<file path="src/die_irq_cfg.svh">
// Constants for the analog die interrupt and protection block
`ifndef DIE_IRQ_CFG_SVH
`define DIE_IRQ_CFG_SVH
// Flag and enable bit positions
`define SRC_OC        0
`define SRC_HV        1
`define SRC_LV        2
`define SRC_HT        3
`define SRC_LIN       4
`define SRC_HALL      5
`define SRC_AWD       6
`define NUM_SRC       7
`define SRC_ZERO      7'h00
// Current-limit PWM duty as a fraction of the period, in 1/256 steps
`define DUTY_DEFAULT  8'h80
`define PER_WIDTH     20
// Synchroniser reset levels: pulled-up reset line and idle LIN bus read high
`define SYNC_IDLE     10'h280
`endif

</file>
<file path="src/die_irq_pkg.sv">
// Types for the analog die interrupt and protection block
`default_nettype none
package die_irq_pkg;
  typedef enum logic [1:0] {
    PWM_IDLE = 2'b00,
    PWM_ON   = 2'b01,
    PWM_OFF  = 2'b10
  } pwm_state_t;
endpackage
`default_nettype wire

</file>
<file path="src/analog_die_interrupt_protect.sv">
// Interrupt, reset and protection-event logic of the analog companion die
//
// Summary of operation
// - Seven interrupt sources, each enabled separately
// - Any reset clears every interrupt enable
// - Low supply sets flag, interrupts if enabled
// - Low supply switches off all high-side stages
// - Low-supply detection disabled in stop mode
// - High supply sets flag, interrupts if enabled
// - High supply switches off all high-side stages
// - High-supply detection disabled in stop mode
// - Over-temperature sets flag, interrupts if enabled
// - Over-temperature detection disabled in stop mode
// - Internal reset source pulls reset line low
// - Reset line open-drain, two-way, wired to MCU
// - Open-drain active-low interrupt output to MCU
// - Only period taken from input; duty internal
// - High-side inrush limited by automatic PWM
// - Bridge current limiting on lower transistors
// - Received LIN level shown on receive output
// - LIN falling edge interrupts, wakes from stop
// - Overcurrent interrupts when its enable set
`include "die_irq_cfg.svh"
`default_nettype none

module analog_die_interrupt_protect #(
  parameter int PER_W = `PER_WIDTH
) (
  // Clock and reset
  input  wire  logic                ref_clk,
  input  wire  logic                rstn,
  // Enables written over the internal serial link, with write strobe
  input  wire  logic [`NUM_SRC-1:0] enable_wdata,
  input  wire  logic                enable_we,
  input  wire  logic [`NUM_SRC-1:0] flag_clear,
  output logic       [`NUM_SRC-1:0] irq_enable,
  output logic       [`NUM_SRC-1:0] irq_flag,
  // Mode and analog detector inputs (asynchronous)
  input  wire  logic                stop_mode,
  input  wire  logic                supply_low_det,
  input  wire  logic                supply_high_det,
  input  wire  logic                temp_high_det,
  input  wire  logic                overcurrent_det,
  input  wire  logic                hall_det,
  input  wire  logic                awd_event,
  input  wire  logic                internal_reset_src,
  // LIN receiver
  input  wire  logic                lin_bus_level,
  output logic                      lin_rx_out,
  output logic                      wake_req,
  // Period input and power-stage gating
  input  wire  logic                limit_period_input,
  input  wire  logic [7:0]          limit_duty,
  input  wire  logic                high_side_cmd,
  input  wire  logic [3:0]          bridge_high_cmd,
  input  wire  logic [3:0]          bridge_low_cmd,
  input  wire  logic [3:0]          bridge_overlimit,
  output logic                      high_side_switch,
  output logic [3:0]                half_bridge_outputs_hi,
  output logic [3:0]                half_bridge_outputs_lo,
  // Open-drain interrupt line
  output logic                      irq_n_o,
  output logic                      irq_n_oe,
  // Open-drain reset line
  input  wire  logic                rst_line_i,
  output logic                      rst_line_o,
  output logic                      rst_line_oe,
  output logic                      rst_line_seen
);

  // ==========================================================
  // Input synchronisers
  // ==========================================================
  localparam int NSYNC = 10;
  logic [NSYNC-1:0] raw_in;
  logic [NSYNC-1:0] sync1;
  logic [NSYNC-1:0] sync2;
  logic [NSYNC-1:0] next_sync1;
  logic [NSYNC-1:0] next_sync2;
  assign raw_in = {rst_line_i, limit_period_input, lin_bus_level, internal_reset_src, awd_event,
                   hall_det, overcurrent_det, temp_high_det, supply_high_det, stop_mode};

  // First stage feeds only the second
  always_comb begin
    next_sync1 = raw_in;
    next_sync2 = sync1;
  end
  always_ff @(posedge ref_clk or negedge rstn) begin
    if (!rstn) begin
      sync1 <= `SYNC_IDLE;
      sync2 <= `SYNC_IDLE;
    end else begin
      sync1 <= next_sync1;
      sync2 <= next_sync2;
    end
  end

  // Supply-low detector sits in its own pair so its reset idle is clear
  logic lv1;
  logic lv2;
  logic next_lv1;
  logic next_lv2;
  always_comb begin
    next_lv1 = supply_low_det;
    next_lv2 = lv1;
  end
  always_ff @(posedge ref_clk or negedge rstn) begin
    if (!rstn) begin
      lv1 <= 1'b0;
      lv2 <= 1'b0;
    end else begin
      lv1 <= next_lv1;
      lv2 <= next_lv2;
    end
  end

  logic s_stop, s_hv, s_ht, s_oc, s_hall, s_awd, s_intrst, s_lin, s_per, s_rst;
  assign {s_rst, s_per, s_lin, s_intrst, s_awd, s_hall, s_oc, s_ht, s_hv, s_stop} = sync2;

  // ==========================================================
  // Event detection, flags and enables
  // ==========================================================
  logic lin_prev;
  logic next_lin_prev;
  logic [`NUM_SRC-1:0] src_evt;
  logic [`NUM_SRC-1:0] next_flag;
  logic [`NUM_SRC-1:0] next_enable;

  always_comb begin
    src_evt = `SRC_ZERO;
    src_evt[`SRC_LV]   = lv2 & ~s_stop;
    src_evt[`SRC_HV]   = s_hv & ~s_stop;
    src_evt[`SRC_HT]   = s_ht & ~s_stop;
    src_evt[`SRC_LIN]  = lin_prev & ~s_lin;
    src_evt[`SRC_OC]   = s_oc;
    src_evt[`SRC_HALL] = s_hall;
    src_evt[`SRC_AWD]  = s_awd;
    next_lin_prev = s_lin;
    // Set beats a clear arriving in the same cycle
    next_flag = (irq_flag & ~flag_clear) | src_evt;
    // per-source enable written over the link
    next_enable = enable_we ? enable_wdata : irq_enable;
  end

  // enables and flags clear on reset
  always_ff @(posedge ref_clk or negedge rstn) begin
    if (!rstn) begin
      irq_flag   <= `SRC_ZERO;
      irq_enable <= `SRC_ZERO;
      lin_prev   <= 1'b1;
    end else begin
      irq_flag   <= next_flag;
      irq_enable <= next_enable;
      lin_prev   <= next_lin_prev;
    end
  end

  // ==========================================================
  // Interrupt, wake-up and reset lines
  // ==========================================================
  logic irq_pend;
  logic next_irq_pend;
  logic wake;
  logic next_wake;
  logic rst_drive;
  logic next_rst_drive;
  logic rx;
  logic next_rx;
  always_comb begin
    // held while any enabled flag stands
    next_irq_pend  = |(next_flag & next_enable);
    // LIN edge wakes the system from stop
    next_wake      = s_stop & next_flag[`SRC_LIN] & next_enable[`SRC_LIN];
    // internal reset pulls the shared line
    next_rst_drive = s_intrst;
    // received bus level to the receive output
    next_rx        = s_lin;
  end
  always_ff @(posedge ref_clk or negedge rstn) begin
    if (!rstn) begin
      irq_pend  <= 1'b0;
      wake      <= 1'b0;
      rst_drive <= 1'b0;
      rx        <= 1'b1;
    end else begin
      irq_pend  <= next_irq_pend;
      wake      <= next_wake;
      rst_drive <= next_rst_drive;
      rx        <= next_rx;
    end
  end

  assign irq_n_o     = 1'b0;
  assign irq_n_oe    = irq_pend;
  // reset pin driven low only, read back through synchroniser
  assign rst_line_o    = 1'b0;
  assign rst_line_oe   = rst_drive;
  assign rst_line_seen = ~s_rst;
  assign wake_req      = wake;
  assign lin_rx_out    = rx;

  // ==========================================================
  // Current-limit PWM from the external period
  // ==========================================================
  // Only the rising edges of the period input matter; duty is counted here
  logic per_prev;
  logic [PER_W-1:0] per_cnt;
  logic [PER_W-1:0] per_len;
  logic [PER_W-1:0] next_per_cnt;
  logic [PER_W-1:0] next_per_len;
  logic next_per_prev;
  logic [PER_W+7:0] on_time;
  die_irq_pkg::pwm_state_t st;
  die_irq_pkg::pwm_state_t next_st;
  logic per_edge;

  always_comb begin
    per_edge      = s_per & ~per_prev;
    next_per_prev = s_per;
    // Saturates while the period input stalls; an edge still restarts it
    next_per_cnt  = (&per_cnt) ? per_cnt : per_cnt + 1'b1;
    next_per_len  = per_len;
    on_time       = per_len * limit_duty;
    next_st       = st;
    case (st)
      die_irq_pkg::PWM_IDLE: begin
        if (per_edge) begin
          next_st      = die_irq_pkg::PWM_ON;
          next_per_cnt = '0;
        end
      end
      die_irq_pkg::PWM_ON: begin
        if (per_edge) begin
          next_per_len = per_cnt;
          next_per_cnt = '0;
        end else if (per_cnt >= on_time[PER_W+7:8]) begin
          next_st = die_irq_pkg::PWM_OFF;
        end
      end
      die_irq_pkg::PWM_OFF: begin
        if (per_edge) begin
          next_per_len = per_cnt;
          next_per_cnt = '0;
          next_st      = die_irq_pkg::PWM_ON;
        end
      end
      default: next_st = die_irq_pkg::PWM_IDLE;
    endcase
  end
  always_ff @(posedge ref_clk or negedge rstn) begin
    if (!rstn) begin
      st       <= die_irq_pkg::PWM_IDLE;
      per_cnt  <= '0;
      per_len  <= '0;
      per_prev <= 1'b0;
    end else begin
      st       <= next_st;
      per_cnt  <= next_per_cnt;
      per_len  <= next_per_len;
      per_prev <= next_per_prev;
    end
  end

  // ==========================================================
  // Power-stage gating
  // ==========================================================
  logic supply_fault;
  logic pwm_on;
  logic [3:0] hb_hi;
  logic [3:0] hb_lo;
  logic high_drive;
  logic [3:0] next_hb_hi;
  logic [3:0] next_hb_lo;
  logic next_high_drive;
  always_comb begin
    // supply fault removes every high-side drive
    supply_fault = lv2 & ~s_stop | s_hv & ~s_stop;
    pwm_on       = (st != die_irq_pkg::PWM_OFF);
    // inrush limited by the internal PWM
    next_high_drive = high_side_cmd & ~supply_fault & pwm_on;
    next_hb_hi   = supply_fault ? 4'h0 : bridge_high_cmd;
    // current limit chops the lower transistors only
    next_hb_lo   = bridge_low_cmd & ~(bridge_overlimit & {4{~pwm_on}});
  end
  always_ff @(posedge ref_clk or negedge rstn) begin
    if (!rstn) begin
      high_drive <= 1'b0;
      hb_hi <= 4'h0;
      hb_lo <= 4'h0;
    end else begin
      high_drive <= next_high_drive;
      hb_hi <= next_hb_hi;
      hb_lo <= next_hb_lo;
    end
  end
  assign high_side_switch       = high_drive;
  assign half_bridge_outputs_hi = hb_hi;
  assign half_bridge_outputs_lo = hb_lo;

  // ==========================================================
  // Assertions
  // ==========================================================
  a_enable_reset_clear: assert property (@(posedge ref_clk) $rose(rstn) |-> irq_enable == `SRC_ZERO)
    else $error("enables not clear after reset");
  a_enable_write_takes: assert property (@(posedge ref_clk) disable iff (!rstn)
    enable_we |=> irq_enable == $past(enable_wdata))
    else $error("enable write lost");
  a_low_flag_set: assert property (@(posedge ref_clk) disable iff (!rstn)
    lv2 && !s_stop |=> irq_flag[`SRC_LV])
    else $error("low-supply flag not set");
  a_high_flag_set: assert property (@(posedge ref_clk) disable iff (!rstn)
    s_hv && !s_stop |=> irq_flag[`SRC_HV])
    else $error("high-supply flag not set");
  a_temp_stop_gate: assert property (@(posedge ref_clk) disable iff (!rstn)
    s_stop && !irq_flag[`SRC_HT] ##1 s_stop |-> !irq_flag[`SRC_HT])
    else $error("over-temp flag set in stop");
  a_fault_high_off: assert property (@(posedge ref_clk) disable iff (!rstn)
    supply_fault |=> !high_side_switch && half_bridge_outputs_hi == 4'h0)
    else $error("high side on during supply fault");
  a_irq_follow: assert property (@(posedge ref_clk) disable iff (!rstn)
    ##1 irq_n_oe == |(irq_flag & irq_enable))
    else $error("interrupt line mismatch");
  a_rst_pull: assert property (@(posedge ref_clk) disable iff (!rstn)
    s_intrst |=> rst_line_oe && !rst_line_o)
    else $error("reset line not pulled");
endmodule // analog_die_interrupt_protect
`default_nettype wire

</file>
<file path="config.mk">
export PLATFORM = sky130hd
export DESIGN_NAME = analog_die_interrupt_protect
export DESIGN_NICKNAME = d
export VERILOG_FILES = /design/src/die_irq_pkg.sv /design/src/analog_die_interrupt_protect.sv
export VERILOG_INCLUDE_DIRS = /design/src
export SDC_FILE = /design/constraint.sdc
export NUM_CORES = 1
export LEC_CHECK = 0
export ABC_AREA = 1
export ABC_CLOCK_PERIOD_IN_PS = 13100
export BUFFER_PORTS_ARGS = -buffer_cell sky130_fd_sc_hd__buf_4
export CORE_MARGIN = 2
export CORE_UTILIZATION = 64
export DETAILED_ROUTE_END_ITERATION = 16
export PLACE_DENSITY = 0.84
export SYNTH_ARGS = -nofsm -noshare
export SYNTH_HDL_FRONTEND = slang
export SYNTH_SLANG_ARGS = --single-unit
export TNS_END_PERCENT = 30
</file>
<file path="constraint.sdc">
create_clock -name ref_clk -period 13.1 [get_ports ref_clk]
set_clock_uncertainty 0.15 [all_clocks]
set_input_delay 0.655 -clock ref_clk [delete_from_list [all_inputs] [get_ports ref_clk]]
set_output_delay 0.655 -clock ref_clk [all_outputs]
set_load 0.05 [all_outputs]
</file>
==> metrics.txt, run 1 <==
Synth cell types 45; share of cells above drive strength 1 11.2%; Clk pwr share 27.6%; postcts setup bufs 0; Slew HR 23.0%; post-CTS sizing 0; Cell Rows 44; CP arrival 5.92 ns; worst-skew pair later-pin latency 0.35 ns; Root Buffer Master clkbuf_16; Inserted Clock Buffers 9; Comb pwr share 38.4%; CP Data Required Time 13.19 ns; WS Path Type reg2reg; Starting Density 65.8%; synthesized area per cell 7.91 um^2; GPL Wtd Cong 0.957; fin nets 1485; Worst Tran Pin Value 1.15 ns; Setup TNS 0 ns; CP Max Fanout 9; Final HPWL DP 17.6 mm; Final period util 44.5%; port bufs 76; grt total ovfl 0; Worst setup EP type flip-flop; largest net degree at the start of global routing 54; Power Dens Cells 96.1 nW/um^2; Slew Limit Fails 0; vias in the first global route 8329; final wirelength 22.3 mm; Die Width 126 um; RSZ-0062 raised after global routing no; top cells by area, synth dfrtp_1 23%, fa_1 22%, inv_1 12%, nand2_1 12%, ha_1 9.1%; Pint 599 uW; I/O pin count 79; register area share after synthesis 24.0%; Setup violations, final 0; Reg power frac 34.0%; deepest clock path buffer count 2; final design utilization 72.3%; DRC viols 0; die footprint 16000 um^2; number of synthesized flops with an enable pin 0; CTS Hold Bufs 0; GRT Overall Usage 30.4%; VDD IR max 117 uV; Net Sw Frac 40.9%; total clock sinks 92; type of the worst min-delay path in2async; Syn-to-layout area delta 9.83%; max frequency 0.172 GHz; Worst setup SP type flip-flop; status complete, no violations; final hold vios 0; FFs w/ async S/R, synth 100%; 1st-pass router iterations 5; minimum clock period 5.83 ns; vias per cell 5.35; post-synth top area share 22.7%; antenna-violating nets left 0; Gate Count Post-Synth 1213; Inserted Diodes 0; net load switching power 414 uW; Synthesis Warnings 0; H-tree Lvls 3; DR iter-0 viols 490; synthesized flop and latch total 92; mapped cell area 9600 um^2; # Max-Cap Violations 0; main flop type after synthesis dfrtp_1; Lkg Pwr 6.27 nW; Core Area 14600 um^2; Via Count 7740; initial antenna violation count 0; Yosys top cell by area dfrtp_1; average wire per standard cell 15.4 um; CTS tree yes; first-pass GRT wire length 39.0 mm; clk slew on worst S/H paths 0.07 ns; DIE HEIGHT 126 um
metrics by stage:
stage	hold WS, ns	setup WS (ns)	power (mW)	std cells	cell area (um^2)
finish	0.108	7.27	1.01	1448	10500
global route	0.158	6.94	1.09	1448	10500
detailed placement	0.189	7.02	0.730	1432	10200
floorplan	0.181	7.60	0.619	1214	9600
CTS	0.122	7.29	1.02	1448	10500
global placement	0.183	7.15	0.712	1432	10200
layer usage:
metal	vias to the layer above	track usage (%)	wire, um
li1	3695	-	-
met1	3711	40.4	9420
met2	278	50.1	10800
met3	56	5.65	1530
met4	0	11.5	622
met5	-	0	0
layout make-up:
cell class | count | area, um^2
Inverter | 313 | 1170
Fill cell | 1092 | 4050
Clock buffer | 9 | 225
Tap cell | 184 | 230
Clock inverter | 7 | 103
Multi-Input combinational cell | 766 | 5920
Sequential cell | 92 | 2310
Timing Repair Buffer | 77 | 578
cell usage after synthesis, types with 3 or more instances:
cell	n
inv_1	310
nand2_1	305
fa_1	107
dfrtp_1	87
ha_1	70
nor2_1	52
a21oi_1	42
clkbuf_1	35
o21ai_0	35
nand3_1	19
xor2_1	16
nor3_1	14
nand4_1	13
xnor2_1	11
mux2_2	9
nand2_2	8
nand3b_1	6
a21boi_0	5
a22oi_1	5
buf_4	5
dfstp_2	5
o21bai_1	5
a21o_1	4
a21oi_2	4
inv_2	3
nor2_4	3
nor3_2	3
o21ai_1	3
o22ai_1	3
worst max-delay path, cell delays in order, from the launching register on:
cell and delay (ns):
dfrtp_1 0.65, nand2_1 0.11, inv_1 0.08, fa_1 0.43
fa_1 0.53, fa_1 0.60, inv_1 0.07, fa_1 0.53
inv_1 0.04, ha_1 0.35, a21oi_1 0.20, o21ai_0 0.18
a21oi_1 0.25, nor2_1 0.07, nor2_1 0.17, nand2_1 0.07
nand2_1 0.05, nand2_1 0.05, ha_1 0.31, nand4_1 0.16
nor3_1 0.22, nand2_1 0.08, nand3_1 0.13, nand3_1 0.12
nand2_1 0.07, nand2_1 0.05
power by group through the flow:
stage	clock network (mW)	logic (mW)	registers, mW
2_1_floorplan	0	0.266	0.353
3_3_place_gp	0	0.365	0.347
3_5_place_dp	0	0.382	0.348
4_1_cts	0.283	0.390	0.343
5_1_grt	0.293	0.444	0.347
6_report	0.280	0.390	0.344
registers in the layout, summed over array words and instances (netlist names), 2 cells and up:
signal,count
half_bridge_outputs_hi,4
half_bridge_outputs_lo,4
irq_enable,7
irq_flag,7
next_sync2,10
per_cnt,20
per_len,20
st,2
sync2,10
path summary, 6_finish.rpt:
path,startpoint,endpoint,cells past startpoint,slack (ns)
worst max-delay path,per_len[13],st[0],25,7.27
worst min-delay path,rstn,next_sync2[6],1,0.11
worst max register to register,per_len[13],st[0],25,7.27
worst min register to register,next_sync2[6],sync2[6],0,0.20
max in group asynchronous,rstn,irq_flag[0],2,11.67
min in group ref_clk,next_sync2[6],sync2[6],0,0.20
cells by family after synthesis:
family	count (synthesis)	share of synthesized area (%)
buffers and inverters	356	14.3
xor gates and xnor gates	27	2.46
and+or+nand+nor	439	19.9
DFF	92	24.0
AOI/OAI and AO/OA	112	6.78
muxes	9	1.06
adders and majority gates	177	31.4
other	1	0.0391
placed cells by master (no fill, tap or decap), drive strengths merged, types with 6 or more instances in the layout:
cell type and instances:
inv 316, nor2 57, mux2 9, a22oi 6
xnor2 11, a21oi 46, nand4 15, o21ai 38
nor3 19, fa 107, ha 70, nand2 315
xor2 16, buf 77, nand3b 6, nand3 21
clkbuf 9, dfrtp 87
Power figures use the tool's default switching activity.
==> inputs of run 2 (changes only) <==
- ABC_CLOCK_PERIOD_IN_PS: 13100 -> 6050
- CORE_UTILIZATION: 64 -> 62
- PLACE_DENSITY: 0.84 -> 0.82
- clock period: 13.1 -> 6.05 ns (I/O delays scaled with it)
==> run 2 against run 1 <==
Net effect: non-clock buffer count up 25; utilization down 0.84 points; largest power group unchanged; worst setup slack worse by 6.9 ns; critical endpoint unchanged; count of clock-buffer cells in the layout unchanged; global-route usage up 0.10 points; die area up 3.1%; sequential share of layout area down 0.38 points; final cell count up 2.0%; sequential power up 110%; critical path depth up 1; total power up 120%.
==> metrics.txt, run 2 (synthesis results as in run 1) <==
DRC viols 0; minimum clock period 5.68 ns; most common cell after layout, fill and taps aside inv_1; CTS tree yes; Die Width 128 um; met2 GRT Util 51.3%; vias per cell 5.41; GRT busiest layer met2; Cell Rows 45; Worst path max stage delay 0.56 ns; Via Count 7984; Slew Limit Fails 0; port bufs 76; DIE HEIGHT 128 um; WS Path Type reg2reg; Slew HR 51.9%; commonest non-fill, non-tap cells in the layout 310 x inv_1, 304 x nand2_1, 107 x fa_1; slowest CP cell fa_1; initial antenna violation count 0; H-tree Lvls 3; first-pass GRT wire length 39.5 mm; GR Util met3 3.95%; CP Max Fanout 9; hold_sp flag_clear[4]; CP Launch Point per_len[9]; GRT Overall Usage 30.5%; r2r startpoint per_len[9]; Setup violations, final 0; biggest registers after layout per_cnt x20, per_len x20; Worst Tran Pin Value 0.721 ns; status complete, no violations; Lkg Pwr 6.35 nW; filler instances 1168; final hold vios 0; Final period util 93.9%; Final HPWL DP 17.8 mm; grt total ovfl 0; Worst setup EP type flip-flop; worst-skew pair later-pin latency 0.35 ns; # Max-Cap Violations 0; Final Instance Area 10800 um^2; type of the worst min-delay path in2reg; CP Data Required Time 6.19 ns; Starting Density 63.4%; max frequency 0.176 GHz; Core Area 15100 um^2; total clock sinks 92; Syn-to-layout area delta 12.7%; final wirelength 23.2 mm; share of cells above drive strength 1 13.4%; grt met1 use 41.2%; Power Dens Cells 202 nW/um^2; CP arrival 5.82 ns; I/O pin count 79; Worst setup SP type flip-flop; deepest clock path buffer count 2; Root Buffer Master clkbuf_16; FF/Latch Area 2330 um^2; Inserted Diodes 0; vias in the first global route 8115; average wire per standard cell 15.7 um; multi-input combinational cell area 5960 um^2; largest net degree at the start of global routing 58; Inserted Clock Buffers 9; crit-path most repeated cell nand2_1; VDD IR max 232 uV; DR iter-0 viols 474; antenna-violating nets left 0; Setup TNS 0 ns; Total Power 2.18 mW; r2r setup slk 0.37 ns; 1st-pass router iterations 5; GPL Wtd Cong 1.02; clk slew on worst S/H paths 0.08 ns; die footprint 16500 um^2; post-place instance area 10300 um^2; fin nets 1510
run 2: cell types whose count changed in the layout (fill, tap and decap cells not counted), sizes merged:
cell / before / now
clkinv: 3 / 5
buf: 77 / 85
dlygate4sd3: 0 / 17
bufinv: 1 / 0
inv: 316 / 315
run 2: area by class of cell:
cell class / count / area share, %
Timing Repair Buffer: 102 / 7.47
Tap cell: 188 / 2.17
Inverter: 313 / 10.9
Multi-Input combinational cell: 766 / 55.1
Sequential cell: 92 / 21.5
Clock inverter: 7 / 0.844
Clock buffer: 9 / 2.08
run 2: report_power, final:
group	internal [mW]	switching, mW	total, mW
logic	0.313	0.561	0.874
clock network	0.298	0.285	0.582
registers	0.670	0.0553	0.725
run 2: worst max-delay path: cells and delay by family (launching register included):
family | cells | cell delay [ns]
AOI/OAI and AO/OA | 5 | 0.88
adders and majority gates | 6 | 2.82
buffers and inverters | 3 | 0.17
DFF | 1 | 0.50
and+or+nand+nor | 12 | 1.10
run 2: layer usage:
layer | up-vias | wire, um | share of wire [%]
met1 | 3889 | 9770 | 42
li1 | 3746 | - | -
met4 | 0 | 592 | 2.5
met2 | 292 | 11300 | 49
met5 | - | 0 | 0
met3 | 57 | 1560 | 6.7
run 2: path summary, 6_finish.rpt:
path / end / depth (start not counted)
setup / recovery: st[0] / 26
hold / removal: irq_flag[4] / 2
setup reg to reg: st[0] / 26
hold reg to reg: sync2[4] / 0
max in group asynchronous: per_len[14] / 3
min in group asynchronous: next_sync2[6] / 2
run 2: through the flow:
step / hold slack [ns] / setup slack, ns / util (%) / instances
after global placement: 0.119 / 0.249 / 67.8 / 1442
after floorplan: -0.143 / 0.904 / - / 1214
after global routing: 0.0142 / -0.00873 / 71.4 / 1477
final: 0.0133 / 0.369 / 71.4 / 1477
after CTS: 0.00399 / 0.165 / 71.0 / 1475
after detailed placement: 0.120 / 0.202 / 67.8 / 1442
run 2: timing repair:
action                                  CTS  global route
hold buffers                             17             0
endpoints found under the hold margin    48             0
buffers inserted                          0             2
resized for setup                         0            29
endpoints found under the setup margin    0             2
==> inputs of run 3 (changes only) <==
- ABC_CLOCK_PERIOD_IN_PS: 6050 -> 4900
- CORE_UTILIZATION: 62 -> 56
- PLACE_DENSITY: 0.82 -> 0.78
- SLEW_MARGIN: unset -> 20
- clock period: 6.05 -> 4.9 ns (I/O delays scaled with it)
==> run 3 against run 2 <==
Net effect: the run now ends with setup timing left; cell area is 18% higher; sequential share of layout area fell by 3.3 points; sequential cell count stayed put; worst setup slack got worse by 0.77 ns; maximum frequency increased by 7.2%; final cell count is 11% higher; count of clock-buffer cells in the layout unchanged; combinational power up 60%; first-iteration DRC count is 18% higher; register-to-register slack worse by 0.77 ns; critical path depth grew 2.
==> metrics.txt, run 3 (synthesis results as in run 1) <==
Slew HR 50.7%; vias per cell 5.39; CP Max Fanout 8; clk slew on worst S/H paths 0.08 ns; Final HPWL DP 19.9 mm; grt total ovfl 0; Lkg Pwr 7.28 nW; DIE HEIGHT 135 um; port bufs 76; Total Power 3.03 mW; DR iter-0 viols 561; Syn-to-layout area delta 33.1%; largest net degree at the start of global routing 48; I/O pin count 79; first-pass GRT wire length 44.8 mm; Worst Tran Pin Value 0.738 ns; Worst setup EP type flip-flop; failing checks setup timing; average wire per standard cell 17.1 um; # Max-Cap Violations 0; Setup TNS -0.794 ns; Root Buffer Master clkbuf_16; deepest clock path buffer count 2; final wirelength 28.1 mm; CP Data Required Time 5.01 ns; Worst setup SP type flip-flop; Worst path max stage delay 0.56 ns; biggest registers after layout per_cnt x20, per_len x20; slowest CP cell fa_1; die footprint 18200 um^2; Crit path buffers/inverters 4; fin nets 1645; initial antenna violation count 0; worst-skew pair later-pin latency 0.36 ns; Setup violations, final 2; Die Width 135 um; share of cells above drive strength 1 30.6%; max frequency 0.189 GHz; filler instances 1052; Power Dens Cells 237 nW/um^2; minimum clock period 5.30 ns; WS Path Type reg2reg; Cell Rows 47; antenna-violating nets left 0; final design utilization 76.8%; Core Area 16600 um^2; final hold vios 0; CP arrival 5.41 ns; total clock sinks 92; status finished, violations left; vias in the first global route 9255; DRC viols 0; 1st-pass router iterations 5; Inserted Clock Buffers 9; post-route setup slack -0.399 ns; Inserted Diodes 0; Crit path max-delay family adder cells; type of the worst min-delay path in2reg; Starting Density 57.7%; commonest non-fill, non-tap cells in the layout 283 x inv_1, 273 x nand2_1, 195 x buf_4; crit-path most repeated cell nand2_1; H-tree Lvls 3; Final period util 108%; GRT Overall Usage 31.1%; GPL Wtd Cong 0.981; VDD IR max 261 uV; Via Count 8860; Slew Limit Fails 0; RSZ-0062 raised after global routing yes; CTS tree yes; most common cell after layout, fill and taps aside inv_1
[run 3: final timing paths]
kind | startpoint | end | slack (ns) | cells past startpoint
worst max register to register | per_len[15] | st[0] | -0.40 | 28
worst min-delay path | flag_clear[0] | irq_flag[0] | 0.007 | 2
worst max-delay path | per_len[15] | st[0] | -0.40 | 28
worst min register to register | next_sync2[4] | sync2[4] | 0.19 | 0
min in group asynchronous | rstn | half_bridge_outputs_hi[0] | 0.32 | 2
max in group asynchronous | rstn | per_len[8] | 3.18 | 3
[run 3: routing by layer]
layer  vias to the layer above  part of all wire, %  track usage (%)
met2                       417                   51             52.8
met4                         0                  3.3             11.9
met1                      4326                   38             39.8
li1                       4027                    -                -
met5                         -                    0                0
met3                        90                  7.6             5.71
[run 3: area by class of cell]
cell class	instances	area, um^2	area share [%]
multi-input cells	766	6780	53.1
flip-flops and latches	92	2330	18.2
repair buffers	237	1900	14.9
inverters	313	1180	9.22
well taps	220	275	2.15
clock buffers	9	225	1.76
clock inverters	7	86.3	0.676
[run 3: metrics by stage]
step / std cells / cell area, um^2 / setup WS [ns] / hold slack [ns]
2_1_floorplan: 1214 / 10000 / 0.00379 / -0.201
3_3_place_gp: 1567 / 11300 / -0.539 / 0.130
6_report: 1644 / 12800 / -0.399 / 0.00728
5_1_grt: 1644 / 12800 / -0.611 / 0.00695
3_5_place_dp: 1567 / 11300 / -0.609 / 0.133
4_1_cts: 1632 / 12300 / -0.328 / 0.00115
[run 3: timing repair]
item / in CTS / in global routing
pin swaps: 82 / 105
gates cloned: 0 / 0
resized for setup: 78 / 91
endpoints found under the hold margin: 75 / 0
setup endpoints to repair: 2 / 2
hold buffers: 35 / 0
setup buffers: 15 / 12
[run 3: where the power goes]
group          switching (mW)  leakage (nW)  internal (mW)  total [mW]
registers              0.0717          1.13          0.829       0.901
logic                   0.831          6.00          0.570        1.40
clock network           0.360         0.151          0.366       0.726
[run 3: worst reg2reg max path: cells and delay by family, from the launching register on]
family | cells | cell delay [ns]
AO/OA/AOI/OAI | 1 | 0.12
adder cells (fa/ha/maj) | 6 | 2.55
buffers and inverters | 4 | 0.30
flip-flops | 1 | 0.46
AND/OR/NAND/NOR | 17 | 1.63
